## src/core/ims_pkg.sv

```systemverilog
package ims_pkg;

   localparam logic [15:0] IMS_DUMMY_ADDR  = 16'hFFFF;
   localparam logic [15:0] IMS_OFS_STEP    = 16'h0001;
   localparam logic [15:0] IMS_RET_STEP    = 16'h0002;
   localparam logic [15:0] IMS_STACK_STEP  = 16'h0001;
   localparam logic [15:0] IMS_RESET_ADDR  = 16'hFFFF;
   localparam logic [7:0]  IMS_RESET_DATA  = 8'h00;
   localparam logic [2:0]  IMS_CYC_JUMP    = 3'h3;
   localparam logic [2:0]  IMS_CYC_ACC     = 3'h4;
   localparam logic [2:0]  IMS_CYC_WIDE    = 3'h5;
   localparam logic [2:0]  IMS_CYC_LONG    = 3'h6;

   typedef enum logic [3:0] {
      jump_op,
      acc_read_op,
      store_accumulator_op,
      load_stack_pointer_op,
      load_index_op,
      load_double_op,
      store_stack_pointer_op,
      store_index_op,
      store_double_op,
      modify_op,
      test_operand_op,
      compare_index_op,
      subtract_double_op,
      add_double_op,
      call_subroutine_op
   } ims_op_type;

   function automatic logic ims_is_load16(input ims_op_type op);
      return op inside {load_stack_pointer_op, load_index_op, load_double_op};
   endfunction

   function automatic logic ims_is_store16(input ims_op_type op);
      return op inside {store_stack_pointer_op, store_index_op, store_double_op};
   endfunction

   function automatic logic ims_is_arith16(input ims_op_type op);
      return op inside {compare_index_op, subtract_double_op, add_double_op};
   endfunction

   function automatic logic [2:0] ims_op_cycles(input ims_op_type op);
      logic [2:0] n;
      n = IMS_CYC_LONG;
      if (op == jump_op)
         n = IMS_CYC_JUMP;
      else if (op == acc_read_op || op == store_accumulator_op)
         n = IMS_CYC_ACC;
      else if (ims_is_load16(op) || ims_is_store16(op))
         n = IMS_CYC_WIDE;
      return n;
   endfunction

endpackage

```

## src/core/ims_ea_if.sv

```systemverilog
`timescale 1ns/1ns
interface ims_ea_if;
   logic [15:0] index;
   logic [7:0]  offset;
   logic [15:0] ea;
   logic [15:0] ea_next;

   modport calc (input index, input offset, output ea, output ea_next);
   modport user (output index, output offset, input ea, input ea_next);
endinterface

```

## src/core/ims_ea_calc.sv

```systemverilog
`timescale 1ns/1ns
module ims_ea_calc
   import ims_pkg::*;
(
   ims_ea_if.calc ea_bus
);

   wire [15:0] sum;

   assign sum            = ea_bus.index + {8'h00, ea_bus.offset};
   assign ea_bus.ea      = sum;
   assign ea_bus.ea_next = sum + IMS_OFS_STEP;

endmodule

```

## src/core/ims_sequencer.sv

```systemverilog
`timescale 1ns/1ns
// Function
// - indexed jump is 3 cycles: opcode, offset, dummy read at FFFF.
// - 8-bit indexed ops and accumulator store: 4 cycles, cycle 4 at effective address.
// - 16-bit indexed loads: 5 cycles, high byte then low byte at next address.
// - 16-bit indexed stores: 5 cycles, write high then low byte.
// - read-modify-write: read cycle 4, dummy FFFF cycle 5, write cycle 6.
// - test instruction: cycle 6 is a read at FFFF, not a write.
// - 16-bit compare/add/subtract: read high, read low, then dummy FFFF.
// - indexed call: 6 cycles, cycle 4 reads first subroutine opcode.
// - call writes return low at stack pointer, then high at pointer minus one.
module ims_sequencer
   import ims_pkg::*;
(
   input  wire logic        clk,
   input  wire logic        nrst,
   input  wire logic        start,
   input  wire ims_op_type  op,
   input  wire logic [15:0] opcode_addr,
   input  wire logic [15:0] index_reg,
   input  wire logic [15:0] stack_ptr,
   input  wire logic [15:0] store_data,
   input  wire logic [7:0]  rmw_result,
   input  wire logic [7:0]  data_lines_in,
   output logic      [15:0] address_lines,
   output logic             rw,
   output logic      [7:0]  data_lines_out,
   output logic             data_lines_oe_n,
   output logic             busy,
   output logic             done,
   output logic      [7:0]  opcode_byte,
   output logic      [15:0] read_data,
   output logic      [15:0] jump_target
);

   typedef enum logic [2:0] {
      ST_IDLE,
      ST_FETCH_OP,
      ST_FETCH_OFS,
      ST_DUMMY,
      ST_ACCESS4,
      ST_ACCESS5,
      ST_ACCESS6
   } ims_state_type;

   ims_state_type state;
   ims_state_type next_state;

   logic             rst_meta;
   logic             rst_n;
   ims_op_type       op_q;
   logic      [15:0] pc_q;
   logic      [15:0] ret_q;
   logic      [15:0] sp_q;
   logic      [15:0] store_q;
   logic      [7:0]  offset_q;
   logic      [15:0] next_addr;
   logic             next_write;
   logic      [7:0]  next_dout;

   ims_ea_if ea_bus ();

   ims_ea_calc u_ea (
      .ea_bus (ea_bus)
   );

   assign ea_bus.index  = index_reg;
   assign ea_bus.offset = offset_q;

   // Reset synchroniser, first stage feeds only the second
   always_ff @(posedge clk or negedge nrst) begin
      if (!nrst) begin
         rst_meta <= 1'b0;
         rst_n    <= 1'b0;
      end else begin
         rst_meta <= 1'b1;
         rst_n    <= rst_meta;
      end
   end

   function automatic logic [2:0] cycle_of(input ims_state_type s);
      logic [2:0] n;
      unique case (s)
         ST_IDLE:      n = 3'h0;
         ST_FETCH_OP:  n = 3'h1;
         ST_FETCH_OFS: n = 3'h2;
         ST_DUMMY:     n = 3'h3;
         ST_ACCESS4:   n = 3'h4;
         ST_ACCESS5:   n = 3'h5;
         ST_ACCESS6:   n = 3'h6;
      endcase
      return n;
   endfunction

   wire is_call   = (op_q == call_subroutine_op);
   wire is_modify = (op_q == modify_op);
   wire is_test   = (op_q == test_operand_op);
   wire is_st16   = ims_is_store16(op_q);
   wire is_wide   = ims_is_load16(op_q) || ims_is_store16(op_q) || ims_is_arith16(op_q);
   wire last_cyc  = (state != ST_IDLE) && (cycle_of(state) == ims_op_cycles(op_q));

   assign busy = (state != ST_IDLE);

   // Sequence length follows the instruction class
   always_comb begin
      next_state = state;
      if (last_cyc) begin
         next_state = ST_IDLE;
      end else begin
         unique case (state)
            ST_IDLE:      next_state = start ? ST_FETCH_OP : ST_IDLE;
            ST_FETCH_OP:  next_state = ST_FETCH_OFS;
            ST_FETCH_OFS: next_state = ST_DUMMY;
            ST_DUMMY:     next_state = ST_ACCESS4;
            ST_ACCESS4:   next_state = ST_ACCESS5;
            ST_ACCESS5:   next_state = ST_ACCESS6;
            ST_ACCESS6:   next_state = ST_IDLE;
         endcase
      end
   end

   // Bus values for the cycle about to start, so the pins come from flops
   always_comb begin
      next_addr  = IMS_DUMMY_ADDR;
      next_write = 1'b0;
      next_dout  = IMS_RESET_DATA;
      unique case (next_state)
         ST_IDLE: begin
            next_addr = IMS_DUMMY_ADDR;
         end
         ST_FETCH_OP: begin
            next_addr = opcode_addr;
         end
         ST_FETCH_OFS: begin
            next_addr = pc_q + IMS_OFS_STEP;
         end
         ST_DUMMY: begin
            next_addr = IMS_DUMMY_ADDR;
         end
         ST_ACCESS4: begin
            next_addr  = ea_bus.ea;
            next_write = is_st16 || (op_q == store_accumulator_op);
            next_dout  = is_st16 ? store_q[15:8] : store_q[7:0];
         end
         ST_ACCESS5: begin
            if (is_call) begin
               next_addr  = sp_q;
               next_write = 1'b1;
               next_dout  = ret_q[7:0];
            end else if (is_modify || is_test) begin
               next_addr = IMS_DUMMY_ADDR;
            end else begin
               next_addr  = ea_bus.ea_next;
               next_write = is_st16;
               next_dout  = store_q[7:0];
            end
         end
         ST_ACCESS6: begin
            if (is_call) begin
               next_addr  = sp_q - IMS_STACK_STEP;
               next_write = 1'b1;
               next_dout  = ret_q[15:8];
            end else if (is_modify) begin
               next_addr  = ea_bus.ea;
               next_write = 1'b1;
               next_dout  = rmw_result;
            end else begin
               next_addr = IMS_DUMMY_ADDR;
            end
         end
      endcase
   end

   always_ff @(posedge clk or negedge rst_n) begin
      if (!rst_n) begin
         state           <= ST_IDLE;
         address_lines   <= IMS_RESET_ADDR;
         rw              <= 1'b1;
         data_lines_out  <= IMS_RESET_DATA;
         data_lines_oe_n <= 1'b1;
         done            <= 1'b0;
      end else begin
         state           <= next_state;
         address_lines   <= next_addr;
         rw              <= !next_write;
         data_lines_out  <= next_dout;
         data_lines_oe_n <= !next_write;
         done            <= last_cyc;
      end
   end

   // Operands latched once per instruction; index is only read
   always_ff @(posedge clk or negedge rst_n) begin
      if (!rst_n) begin
         op_q    <= jump_op;
         pc_q    <= 16'h0000;
         ret_q   <= 16'h0000;
         sp_q    <= 16'h0000;
         store_q <= 16'h0000;
      end else if (state == ST_IDLE && start) begin
         op_q    <= op;
         pc_q    <= opcode_addr;
         ret_q   <= opcode_addr + IMS_RET_STEP;
         sp_q    <= stack_ptr;
         store_q <= store_data;
      end
   end

   // Read data sampled at the end of each non-dummy read cycle
   always_ff @(posedge clk or negedge rst_n) begin
      if (!rst_n) begin
         opcode_byte <= 8'h00;
         offset_q    <= 8'h00;
         read_data   <= 16'h0000;
         jump_target <= 16'h0000;
      end else begin
         if (state == ST_FETCH_OP)
            opcode_byte <= data_lines_in;
         if (state == ST_FETCH_OFS)
            offset_q <= data_lines_in;
         if (state == ST_DUMMY)
            jump_target <= ea_bus.ea;
         if (state == ST_ACCESS4 && rw)
            read_data <= is_wide ? {data_lines_in, 8'h00} : {8'h00, data_lines_in};
         if (state == ST_ACCESS5 && rw && is_wide)
            read_data <= {read_data[15:8], data_lines_in};
      end
   end

endmodule

```

## config.mk

```make
export PLATFORM = sky130hd
export DESIGN_NAME = ims_sequencer
export DESIGN_NICKNAME = d
export VERILOG_FILES = /design/src/core/ims_pkg.sv /design/src/core/ims_ea_if.sv /design/src/core/ims_ea_calc.sv /design/src/core/ims_sequencer.sv
export SDC_FILE = /design/constraint.sdc
export NUM_CORES = 1
export LEC_CHECK = 0
export ABC_AREA = 1
export BUFFER_PORTS_ARGS = -buffer_cell sky130_fd_sc_hd__clkbuf_2
export CORE_ASPECT_RATIO = 0.6
export CORE_MARGIN = 2
export CORE_UTILIZATION = 27
export CTS_CLUSTER_SIZE = 20
export DETAILED_ROUTE_END_ITERATION = 6
export GPL_ROUTABILITY_DRIVEN = 0
export PLACE_DENSITY_LB_ADDON = 0.1
export SLEW_MARGIN = 15
export SYNTH_ARGS = -nofsm -noshare
export SYNTH_HDL_FRONTEND = slang
export SYNTH_HIERARCHICAL = 1
export SYNTH_SLANG_ARGS = --single-unit
```

## constraint.sdc

```tcl
create_clock -name clk -period 8.8 [get_ports clk]
set_clock_uncertainty 0.05 [all_clocks]
set_input_delay 0.44 -clock clk [delete_from_list [all_inputs] [get_ports clk]]
set_output_delay 0.44 -clock clk [all_outputs]
set_load 0.02 [all_outputs]
```

==> results of run 1 <==
==> cell usage after synthesis (2+ instances only) <==
cell type | n | area (µm²)
nand2_1 | 354 | 1330
o21ai_0 | 96 | 480
ha_1 | 12 | 150
buf_6 | 2 | 22.5
dfrtp_1 | 129 | 3230
o22ai_1 | 19 | 119
nand3_2 | 4 | 40.0
dfstp_2 | 17 | 447
nor2_2 | 6 | 37.5
nor3_2 | 3 | 30.0
nand4_4 | 3 | 63.8
inv_1 | 145 | 544
o221ai_1 | 2 | 17.5
o211ai_1 | 5 | 37.5
a21oi_1 | 19 | 95.1
nand2_2 | 14 | 87.6
clkbuf_1 | 21 | 78.8
nor2_1 | 149 | 559
buf_1 | 4 | 15.0
a31oi_1 | 2 | 12.5
inv_2 | 4 | 15.0
o21ai_1 | 2 | 10.0
xnor2_1 | 5 | 43.8
buf_2 | 9 | 45.0
buf_4 | 5 | 37.5
and2_1 | 2 | 12.5
a22oi_1 | 5 | 37.5
or2_2 | 2 | 12.5
xor2_1 | 17 | 149
nor3_1 | 14 | 70.1
o21a_1 | 3 | 22.5
o31ai_1 | 2 | 15.0
nand3_1 | 100 | 500
nand4_1 | 42 | 263
==> cells by family (layout without fill, tap and decap cells) <==
family | after synthesis | count (layout)
AOI/OAI and AO/OA | 160 | 160
xor gates and xnor gates | 24 | 24
adders and majority gates | 13 | 13
buffers and inverters | 192 | 346
DFF | 146 | 146
other | 1 | 1
and+or+nand+nor | 700 | 700
==> flip-flops by register name, summed over array words and instances, names as in the netlist, 4 cells and up <==
register	cells
address_lines	16
jump_target	16
pc_q	16
read_data	16
sp_q	16
store_q	16
ret_q	15
data_lines_out	8
ea_bus.offset	8
opcode_byte	8
op_q	4
==> per-stage QoR <==
step / utilization / std cells / total power [mW] / hold slack [ns]
final: 0.329 / 1814 / 4.19 / 0.138
after CTS: 0.329 / 1814 / 4.22 / 0.111
after detailed placement: 0.309 / 1781 / 3.43 / 0.178
after global routing: 0.329 / 1814 / 4.53 / 0.127
after global placement: 0.309 / 1781 / 3.43 / 0.178
after floorplan: - / 1236 / 2.70 / 0.0944
==> power by group <==
part           leakage (nW)  switching, mW  internal [mW]
combinational          3.24           1.50          0.633
sequential             1.79          0.270           1.02
clock                 0.299          0.353          0.409
==> final timing paths <==
path                                   from                 to  slack [ns]
max reg2reg                ea_bus.offset[0]  address_lines[14]        5.68
max                        ea_bus.offset[0]  address_lines[14]        5.68
min reg2reg                           rst_n    jump_target[14]        0.23
max in group asynchronous             rst_n            pc_q[3]        6.48
min                           stack_ptr[14]           sp_q[14]        0.14
min in group asynchronous             rst_n    jump_target[14]        0.23
==> routing by layer <==
layer,wire [µm],vias to the layer above
met5,0,-
met4,241,0
met1,17600,4022
li1,-,4283
met2,12400,231
met3,1970,16
==> worst max-delay path, delay by kind of cell (launching register included) <==
kind,cells,cell delay (ns)
and+or+nand+nor,9,1.37
adders and majority gates,3,0.86
buffers and inverters,3,0.24
AOI/OAI and AO/OA,1,0.12
DFF,1,0.38
==> final cells by class <==
| type | count | area (µm²) | share of cell area |
|---|---|---|---|
| Sequential cell | 146 | 3680 | 0.347 |
| Inverter | 151 | 569 | 0.0537 |
| Multi-Input combinational cell | 898 | 4380 | 0.413 |
| Clock inverter | 15 | 183 | 0.0172 |
| Clock buffer | 17 | 425 | 0.0401 |
| Tap cell | 424 | 531 | 0.0500 |
| Timing Repair Buffer | 163 | 841 | 0.0793 |
==> metrics.cfg, run 1 <==
[outcome]
status=finished, final reports clean

[worst_hold_path]
hold_depth=3
hp-class=input pin to flop

[yosys]
synth-xor-area-share=0.0268
yosys-mux-area-fraction=0
synth-async-reset-ratio=1.00
ys_types=52
synthCells=1236
ys.flop_type=dfrtp_1
syn_area_per_cell_um2=7.13
ys_seq_area_frac=0.417
synth_simple_gate_area_frac=0.348
yosys_warnings=6
syn-num-nets=1336
synth-edff-count=0
synth_compound_area_frac=0.102
synthAdderAreaFrac=0.0193
synth_top_family_by_area=simple AND/OR/NAND/NOR gates
synth-seq-cells=146
netlist_area_um2=8820

[clocking]
clk_pin_slew_ns=0.07
numCtsBuffers=17
cts.repair.resized=0
cts_sinks=146
clkLatencyLatePin_ns=0.45
cts_hold_buf=1
post_cts_buffers=0
htree_levels=4
clockRootBuffer=clkbuf_16
cts_buffer_depth=2
cts_tree=built

[finish]
fin_nets=1477
areaGrowthSynthToFinish_pct=20.3
fin_area_um2=10600
layout_commonest_cell=nand2_1
antenna-diode-count=0
final_cell_mix=354 x nand2_1, 154 x clkbuf_2, 148 x nor2_1
drive_gt1_frac=0.185
nFillCells=3561

[floorplanning]
die_y_um=144
core_area_um2=32300
ioPinCount=155
placementRows=51
die_area_um2=34200
fp.dieW_um=237
start_util=0.273

[setup_path]
max_stage_delay_ns=0.50
worstPathCellList=ha_1, inv_1, fa_1, inv_1, ha_1, inv_1, nor2_1, nand3_1, nor3_1, nand3_1, nand2_1, nand2_1, o22ai_1, nor2_1, nor2_1, nand4_1
critPathCaptureType=flop
rr_worst_depth=16
cp-start-kind=flop
crit_required_ns=9.11
arrival_ns=3.43
critPathKind=flop to flop
critPathSlowestCell=nor3_1
crit_fanout=4

[sta]
final_max_slew_viol_count=0
hold_viol_final=0
relSlewSlack=0.291
tightest_slew_ns=1.06
setup_viol=0
final.setup.worst_slack_ns=5.68
min_period_ns=3.12
finalCritPeriodShare=0.355
rsz0062_at_grt=false
timing.fmax_mhz=320
setup_tns_ns=0

[grt]
grt_util_met3=0.0416
busiest_layer=met1
antenna_found_initial=2
grt_usage=0.192
grt_max_degree=84
grt_pass1_vias=7919
met1_usage=0.311
gr-total-overflow=0
gr-usage-met2=0.253
grt_pass1_wl_um=49000

[placement]
place_area_um2=9990
pre_cts_slack_ns=5.57
port_buffers=154
place_hpwl_um=24700

[run]
maxCapViolCount=0

[detailed_routing]
wl_um=32200
vias=8552
vias_per_cell=4.71
drc=0
drt_pre_antenna_iters=5
drtIter0Drc=635
wire_per_inst_um=17.7
final_antenna_net_count=0

[pwr]
power_density_nw_per_um2=395
ir_worst_vdd_uv=153
p_leak_nw=5.33

No activity file was read; power rests on OpenSTA's default activity.
==> run 2, diff against run 1 <==
==> constraint.sdc (replaced) <==
create_clock -name clk -period 3.1 [get_ports clk]
set_clock_uncertainty 0.05 [all_clocks]
set_input_delay 0.155 -clock clk [delete_from_list [all_inputs] [get_ports clk]]
set_output_delay 0.155 -clock clk [all_outputs]
set_load 0.02 [all_outputs]
==> run 2 against run 1 <==
Via count is 4.1% higher. Utilization is 2.5 points higher. First-iteration DRC count is 6.1% lower. Maximum frequency is 8.2% higher. Sequential power grew to 2.8 times the previous value. Register-to-register slack worse by 5.5 ns. Critical endpoint is now address_lines[12]. Worst setup slack worse by 5.5 ns. Cell count is 4.4% higher. Sequential cell count stayed put. Critical path depth is 2 higher. Highest routed layer unchanged.
==> metrics.cfg, run 2 (synthesis gave the netlist of run 1 again) <==
[clocking]
cts_sinks=146  ; unchanged
htree_levels=4  ; unchanged
clockRootBuffer=clkbuf_16  ; unchanged
numCtsBuffers=17  ; unchanged
cts_buffer_depth=2  ; unchanged
clkLatencyLatePin_ns=0.45  ; about the same
clk_pin_slew_ns=0.07  ; about the same
cts_tree=built  ; unchanged

[detailed_routing]
wire_per_inst_um=17.4  ; was 17.7 µm
drtIter0Drc=596  ; was 635
final_antenna_net_count=0  ; unchanged
vias=8902  ; was 8552
wl_um=33000  ; was 32200 µm
drt_pre_antenna_iters=6  ; was 5
drc=0  ; unchanged
vias_per_cell=4.70  ; was 4.71

[finish]
layout_commonest_cell=nand2_1  ; unchanged
final_util=0.354  ; was 0.329
fin_nets=1557  ; was 1477
antenna-diode-count=0  ; unchanged
nFillCells=3551  ; was 3561
final_cell_mix=353 x nand2_1, 154 x clkbuf_2, 145 x inv_1, 145 x nor2_1, 128 x dfrtp_1  ; was 354 x nand2_1, 154 x clkbuf_2, 148 x nor2_1
drive_gt1_frac=0.192  ; was 0.185
areaGrowthSynthToFinish_pct=29.6  ; was 20.3%

[pwr]
power_density_nw_per_um2=1060  ; was 395 nW/µm²
ir_worst_vdd_uv=445  ; was 153 µV
p_leak_nw=5.68  ; was 5.33 nW

[grt]
grt_pass1_wl_um=50300  ; was 49000 µm
grt_max_degree=93  ; was 84
gr-total-overflow=0  ; unchanged
grt_usage=0.196  ; was 0.192
grt_pass1_vias=8257  ; was 7919
antenna_found_initial=1  ; was 2

[placement]
place_hpwl_um=25400  ; was 24700 µm
port_buffers=154  ; unchanged

[setup_path]
critPathKind=flop to flop  ; unchanged
crit_fanout=4  ; unchanged
arrival_ns=3.20  ; was 3.43 ns
cp-start-kind=flop  ; unchanged
crit_required_ns=3.41  ; was 9.11 ns
rrSetupSlack_ns=0.21  ; was 5.68 ns
critPathCaptureType=flop  ; unchanged

[floorplanning]
placementRows=51  ; unchanged
die_y_um=144  ; unchanged
fp.dieW_um=237  ; unchanged
die_area_um2=34200  ; unchanged
core_area_um2=32300  ; unchanged
ioPinCount=155  ; unchanged
start_util=0.273  ; unchanged

[sta]
tightest_slew_ns=0.856  ; was 1.06 ns
setup_viol=0  ; unchanged
min_period_ns=2.89  ; was 3.12 ns
hold_viol_final=0  ; unchanged
setup_tns_ns=0  ; unchanged
finalCritPeriodShare=0.931  ; was 0.355
final_max_slew_viol_count=0  ; unchanged
rsz0062_at_grt=false  ; unchanged
timing.fmax_mhz=347  ; was 320 MHz
relSlewSlack=0.430  ; was 0.291

[worst_hold_path]
hp-class=input pin to flop  ; unchanged

[outcome]
status=finished, final reports clean  ; unchanged

[run]
maxCapViolCount=0  ; unchanged

-- run 2: cell types whose count changed in the layout (fill, tap and decap cells not counted), moves of 3 or more --
cell,before,now
clkinv_8,3,0
dlygate4sd3_1,1,65
nor2_1,148,145
buf_4,8,22
clkinv_2,0,3
-- run 2: worst max-delay path: stages, from the launching register on --
cell	delay, ns
dfrtp_1	0.39
ha_2	0.22
inv_1	0.07
fa_1	0.43
inv_1	0.11
ha_1	0.17
inv_1	0.05
nor2_2	0.13
nand3_2	0.13
nor2_1	0.16
nand3_1	0.14
nor2_4	0.16
nand3_1	0.09
nand2_1	0.07
nand2_1	0.05
o22ai_1	0.12
nor2_1	0.06
nor2_1	0.11
nand4_1	0.10
-- run 2: where the power goes --
| group | internal [mW] | total (mW) | leakage (nW) | switching, mW |
|---|---|---|---|---|
| Sequential | 2.90 | 3.62 | 1.79 | 0.720 |
| Clock | 1.21 | 2.15 | 0.297 | 0.941 |
| Combinational | 1.95 | 6.33 | 3.59 | 4.38 |
| Total | 6.06 | 12.1 | 5.68 | 6.04 |
-- run 2: metal layers --
layer / global-route usage / vias to the layer above / routed length (µm)
met5: 0 / - / 0
met4: 0.0344 / 0 / 193
met3: 0.0361 / 16 / 1980
met2: 0.261 / 261 / 12900
met1: 0.321 / 4183 / 17900
li1: - / 4442 / -
-- run 2: through the flow --
step                setup slack [ns]  hold WS (ns)  total power [mW]  cells  cell area [µm²]
CTS                            0.101      0.000195              12.1   1892            11400
floorplan                      0.499        -0.191              7.66   1236             8820
global placement               0.211        -0.107              9.86   1795            10100
detailed placement             0.136        -0.106              9.84   1795            10100
finish                         0.214        0.0229              12.1   1894            11400
global route                 0.00604        0.0230              13.1   1894            11400
-- run 2: final timing paths --
kind	start	end	cells after the start
min in group asynchronous	rst_n	sp_q[11]	0
max in group asynchronous	rst_n	address_lines[3]	1
hold / removal	opcode_addr[7]	address_lines[7]	3
setup / recovery	ea_bus.offset[0]	address_lines[12]	18
hold reg to reg	rst_meta	rst_n	0
setup reg to reg	ea_bus.offset[0]	address_lines[12]	18
-- run 2: layout make-up --
class | count | area, µm² | share of cell area
Multi-Input combinational cell | 898 | 4430 | 0.388
Clock inverter | 15 | 168 | 0.0147
Sequential cell | 146 | 3680 | 0.322
Timing Repair Buffer | 243 | 1630 | 0.142
Tap cell | 424 | 531 | 0.0464
Inverter | 151 | 569 | 0.0498
Clock buffer | 17 | 425 | 0.0372
-- run 2: timing repair --
| item | 4_1_cts | 5_1_grt |
|---|---|---|
| hold endpoints to repair | 84 | 0 |
| buffers inserted | 0 | 2 |
| gates resized for setup | 0 | 11 |
| hold buffers | 65 | 0 |
| endpoints found under the setup margin | 0 | 8 |
==> run 3, diff against run 2 <==
--- a/config.mk
+++ b/config.mk
@@ -6,13 +6,14 @@
 export NUM_CORES = 1
 export LEC_CHECK = 0
 export ABC_AREA = 1
-export BUFFER_PORTS_ARGS = -buffer_cell sky130_fd_sc_hd__clkbuf_2
 export CORE_ASPECT_RATIO = 0.6
 export CORE_MARGIN = 2
 export CORE_UTILIZATION = 27
 export CTS_CLUSTER_SIZE = 20
 export DETAILED_ROUTE_END_ITERATION = 6
+export DONT_BUFFER_PORTS = 1
 export GPL_ROUTABILITY_DRIVEN = 0
+export GPL_TIMING_DRIVEN = 0
 export PLACE_DENSITY_LB_ADDON = 0.1
 export SLEW_MARGIN = 15
 export SYNTH_ARGS = -nofsm -noshare
==> run 3 against run 2 <==
First-iteration DRC count increased by 7.4%. Sequential power rose by 15%. Worst setup slack worse by 0.039 ns. Clock-buffer cell count stayed put. Sequential share of layout area is 1.6 points higher. Via count decreased by 3.0%. Maximum frequency fell by 1.3%. Cell area fell by 4.6%. Sequential cell count unchanged. Critical path depth down 2. Critical endpoint is now address_lines[11].
==> metrics.cfg, run 3 (synthesis gave the netlist of run 1 again) <==
[outcome]
status=finished, final reports clean  ; unchanged

[worst_hold_path]
hp-class=input pin to flop  ; unchanged
worstHoldEndpoint=ret_q[13]  ; was address_lines[7]
hold_depth=4  ; was 3
min-delay-start=opcode_addr[12]  ; was opcode_addr[7]

[setup_path]
cpMostUsedCell=nand2_1
crit_required_ns=3.38  ; was 3.41 ns
arrival_ns=3.21  ; was 3.20 ns
critPathKind=flop to flop  ; unchanged
critPathTopFamily=simple AND/OR/NAND/NOR gates  ; unchanged
critPathSlowestCell=fa_2  ; was fa_1
rrSetupSlack_ns=0.18  ; was 0.21 ns
crit_fanout=4  ; unchanged
cp-start-kind=flop  ; unchanged
max_stage_delay_ns=0.45  ; was 0.43 ns
r2r_start=ea_bus.offset[0]  ; unchanged
cp_num_buf_inv=2  ; was 3
worstPathCellList=ha_4, inv_1, fa_2, buf_4, nor3_2, nand3_2, nor2_4, nand3_2, nor2_4, nand2_1, nand2_1, nand2_1, o22ai_1, nor2_1, nor2_1, nand4_1  ; was ha_2, inv_1, fa_1, inv_1, ha_1, inv_1, nor2_2, nand3_2, nor2_1, nand3_1, nor2_4, nand3_1, nand2_1, nand2_1, o22ai_1, nor2_1, nor2_1, nand4_1
reg2reg_to=address_lines[11]  ; was address_lines[12]
critPathCaptureType=flop  ; unchanged
rr_worst_depth=16  ; was 18

[detailed_routing]
drc=0  ; unchanged
wl_met1_um=19000  ; was 17900 µm
drt_pre_antenna_iters=5  ; was 6
wire_per_inst_um=19.9  ; was 17.4 µm
met3_length_um=2690  ; was 1980 µm
vias=8635  ; was 8902
wl_met2_um=13500  ; was 12900 µm
highest_layer=met5  ; was met4
wl_um=35400  ; was 33000 µm
drtIter0Drc=640  ; was 596
vias_per_cell=4.87  ; was 4.70
final_antenna_net_count=0  ; unchanged

[finish]
multi_input_comb_area_um2=4500  ; was 4430 µm²
regArea_um2=3680  ; unchanged
final_util=0.338  ; was 0.354
fin_nets=1433  ; was 1557
instances_no_fill=1774  ; was 1894
nFillCells=3504  ; was 3551
areaGrowthSynthToFinish_pct=23.6  ; was 29.6%
drive_gt1_frac=0.103  ; was 0.192
layout_commonest_cell=nand2_1  ; unchanged
final_cell_mix=352 x nand2_1, 143 x inv_1, 142 x nor2_1  ; was 353 x nand2_1, 154 x clkbuf_2, 145 x inv_1, 145 x nor2_1, 128 x dfrtp_1

[clocking]
clk_pin_slew_ns=0.07  ; about the same
cts_buffer_depth=2  ; unchanged
htree_levels=4  ; unchanged
numCtsBuffers=17  ; unchanged
cts_sinks=146  ; unchanged
clkLatencyLatePin_ns=0.44  ; was 0.45 ns
cts_tree=built  ; unchanged
clockRootBuffer=clkbuf_16  ; unchanged

[pwr]
swShare=0.520  ; was 0.499
power_density_nw_per_um2=1110  ; was 1060 nW/µm²
pwr-share-comb=0.482  ; was 0.523
p_leak_nw=5.08  ; was 5.68 nW
seqPwrFrac=0.344  ; was 0.299
ir_worst_vdd_uv=522  ; was 445 µV
clkPwrFrac=0.175  ; was 0.178
switchingPower_mw=6.31  ; was 6.04 mW
total_power_mw=12.1  ; about the same
p_int_mw=5.82  ; was 6.06 mW

[sta]
rsz0062_at_grt=true  ; was false
final_max_slew_viol_count=0  ; unchanged
finalCritPeriodShare=0.943  ; was 0.931
min_period_ns=2.92  ; was 2.89 ns
timing.fmax_mhz=342  ; was 347 MHz
tightest_slew_ns=0.834  ; was 0.856 ns
relSlewSlack=0.441  ; was 0.430
hold_viol_final=0  ; unchanged
hold_ws_ns=0.0282  ; was 0.0229 ns
setup_viol=0  ; unchanged
setup_tns_ns=0  ; unchanged

[floorplanning]
start_util=0.273  ; unchanged
placementRows=51  ; unchanged
fp.dieW_um=237  ; unchanged
ioPinCount=155  ; unchanged
die_area_um2=34200  ; unchanged
die_y_um=144  ; unchanged
core_area_um2=32300  ; unchanged

[placement]
port_buffers=0  ; was 154
place_hpwl_um=27900  ; was 25400 µm
dp.cells=1663  ; was 1795

[grt]
grt_pass1_wl_um=53000  ; was 50300 µm
antenna_found_initial=5  ; was 1
grt_usage=0.210  ; was 0.196
grt_max_degree=51  ; was 93
gr-total-overflow=0  ; unchanged
grt_pass1_vias=8315  ; was 8257

[run]
maxCapViolCount=0  ; unchanged

run 3: stage by stage:
stage / setup WS [ns] / instance area (µm²)
after detailed placement: -0.130 / 9430
after floorplan: 0.499 / 8820
after CTS: 0.00812 / 10800
after global placement: -0.712 / 9350
final: 0.176 / 10900
after global routing: -0.0218 / 10900
run 3: metal layers:
| layer | vias up | GRT usage |
|---|---|---|
| li1 | 4198 | - |
| met1 | 4147 | 0.335 |
| met2 | 266 | 0.278 |
| met3 | 22 | 0.0544 |
| met4 | 2 | 0.0354 |
| met5 | - | 0 |
run 3: final cells by class:
class | count | share of cell area
sequential | 146 | 0.337
antenna | 4 | 0.000918
buffer | 41 | 0.0183
clock buffer | 17 | 0.0390
multi-input combinational | 898 | 0.413
tap | 424 | 0.0487
timing repair buffer | 78 | 0.0755
clock inverter | 15 | 0.0153
inverter | 151 | 0.0522
run 3: tightest hold or removal path, stage by stage:
cell and delay, ns:
nand2_1 0.03, inv_1 0.04, a31oi_1 0.16, o31ai_1 0.08
run 3: repair_timing:
action,4_1_cts,5_1_grt
pin swaps,2,9
setup buffers,1,3
resized for setup,6,22
hold endpoints to repair,125,0
hold buffers,71,0
endpoints found under the setup margin,7,14
run 3: power groups by stage:
stage	logic (mW)	registers [mW]	clock network [mW]
floorplan	3.76	3.90	0
global placement	5.42	4.23	0
detailed placement	5.47	4.19	0
CTS	5.63	4.16	2.19
global route	6.52	4.29	2.26
finish	5.84	4.17	2.12
run 3: worst max-delay path by stage:
stage,slack [ns],cells past startpoint,to,from
floorplan,0.50,18,address_lines[12],ea_bus.offset[0]
global placement,-0.71,0,store_q[13],rst_n
detailed placement,-0.13,16,address_lines[14],ea_bus.offset[0]
CTS,0.008,18,address_lines[11],ea_bus.offset[0]
global route,-0.02,16,address_lines[14],ea_bus.offset[0]
finish,0.18,16,address_lines[11],ea_bus.offset[0]
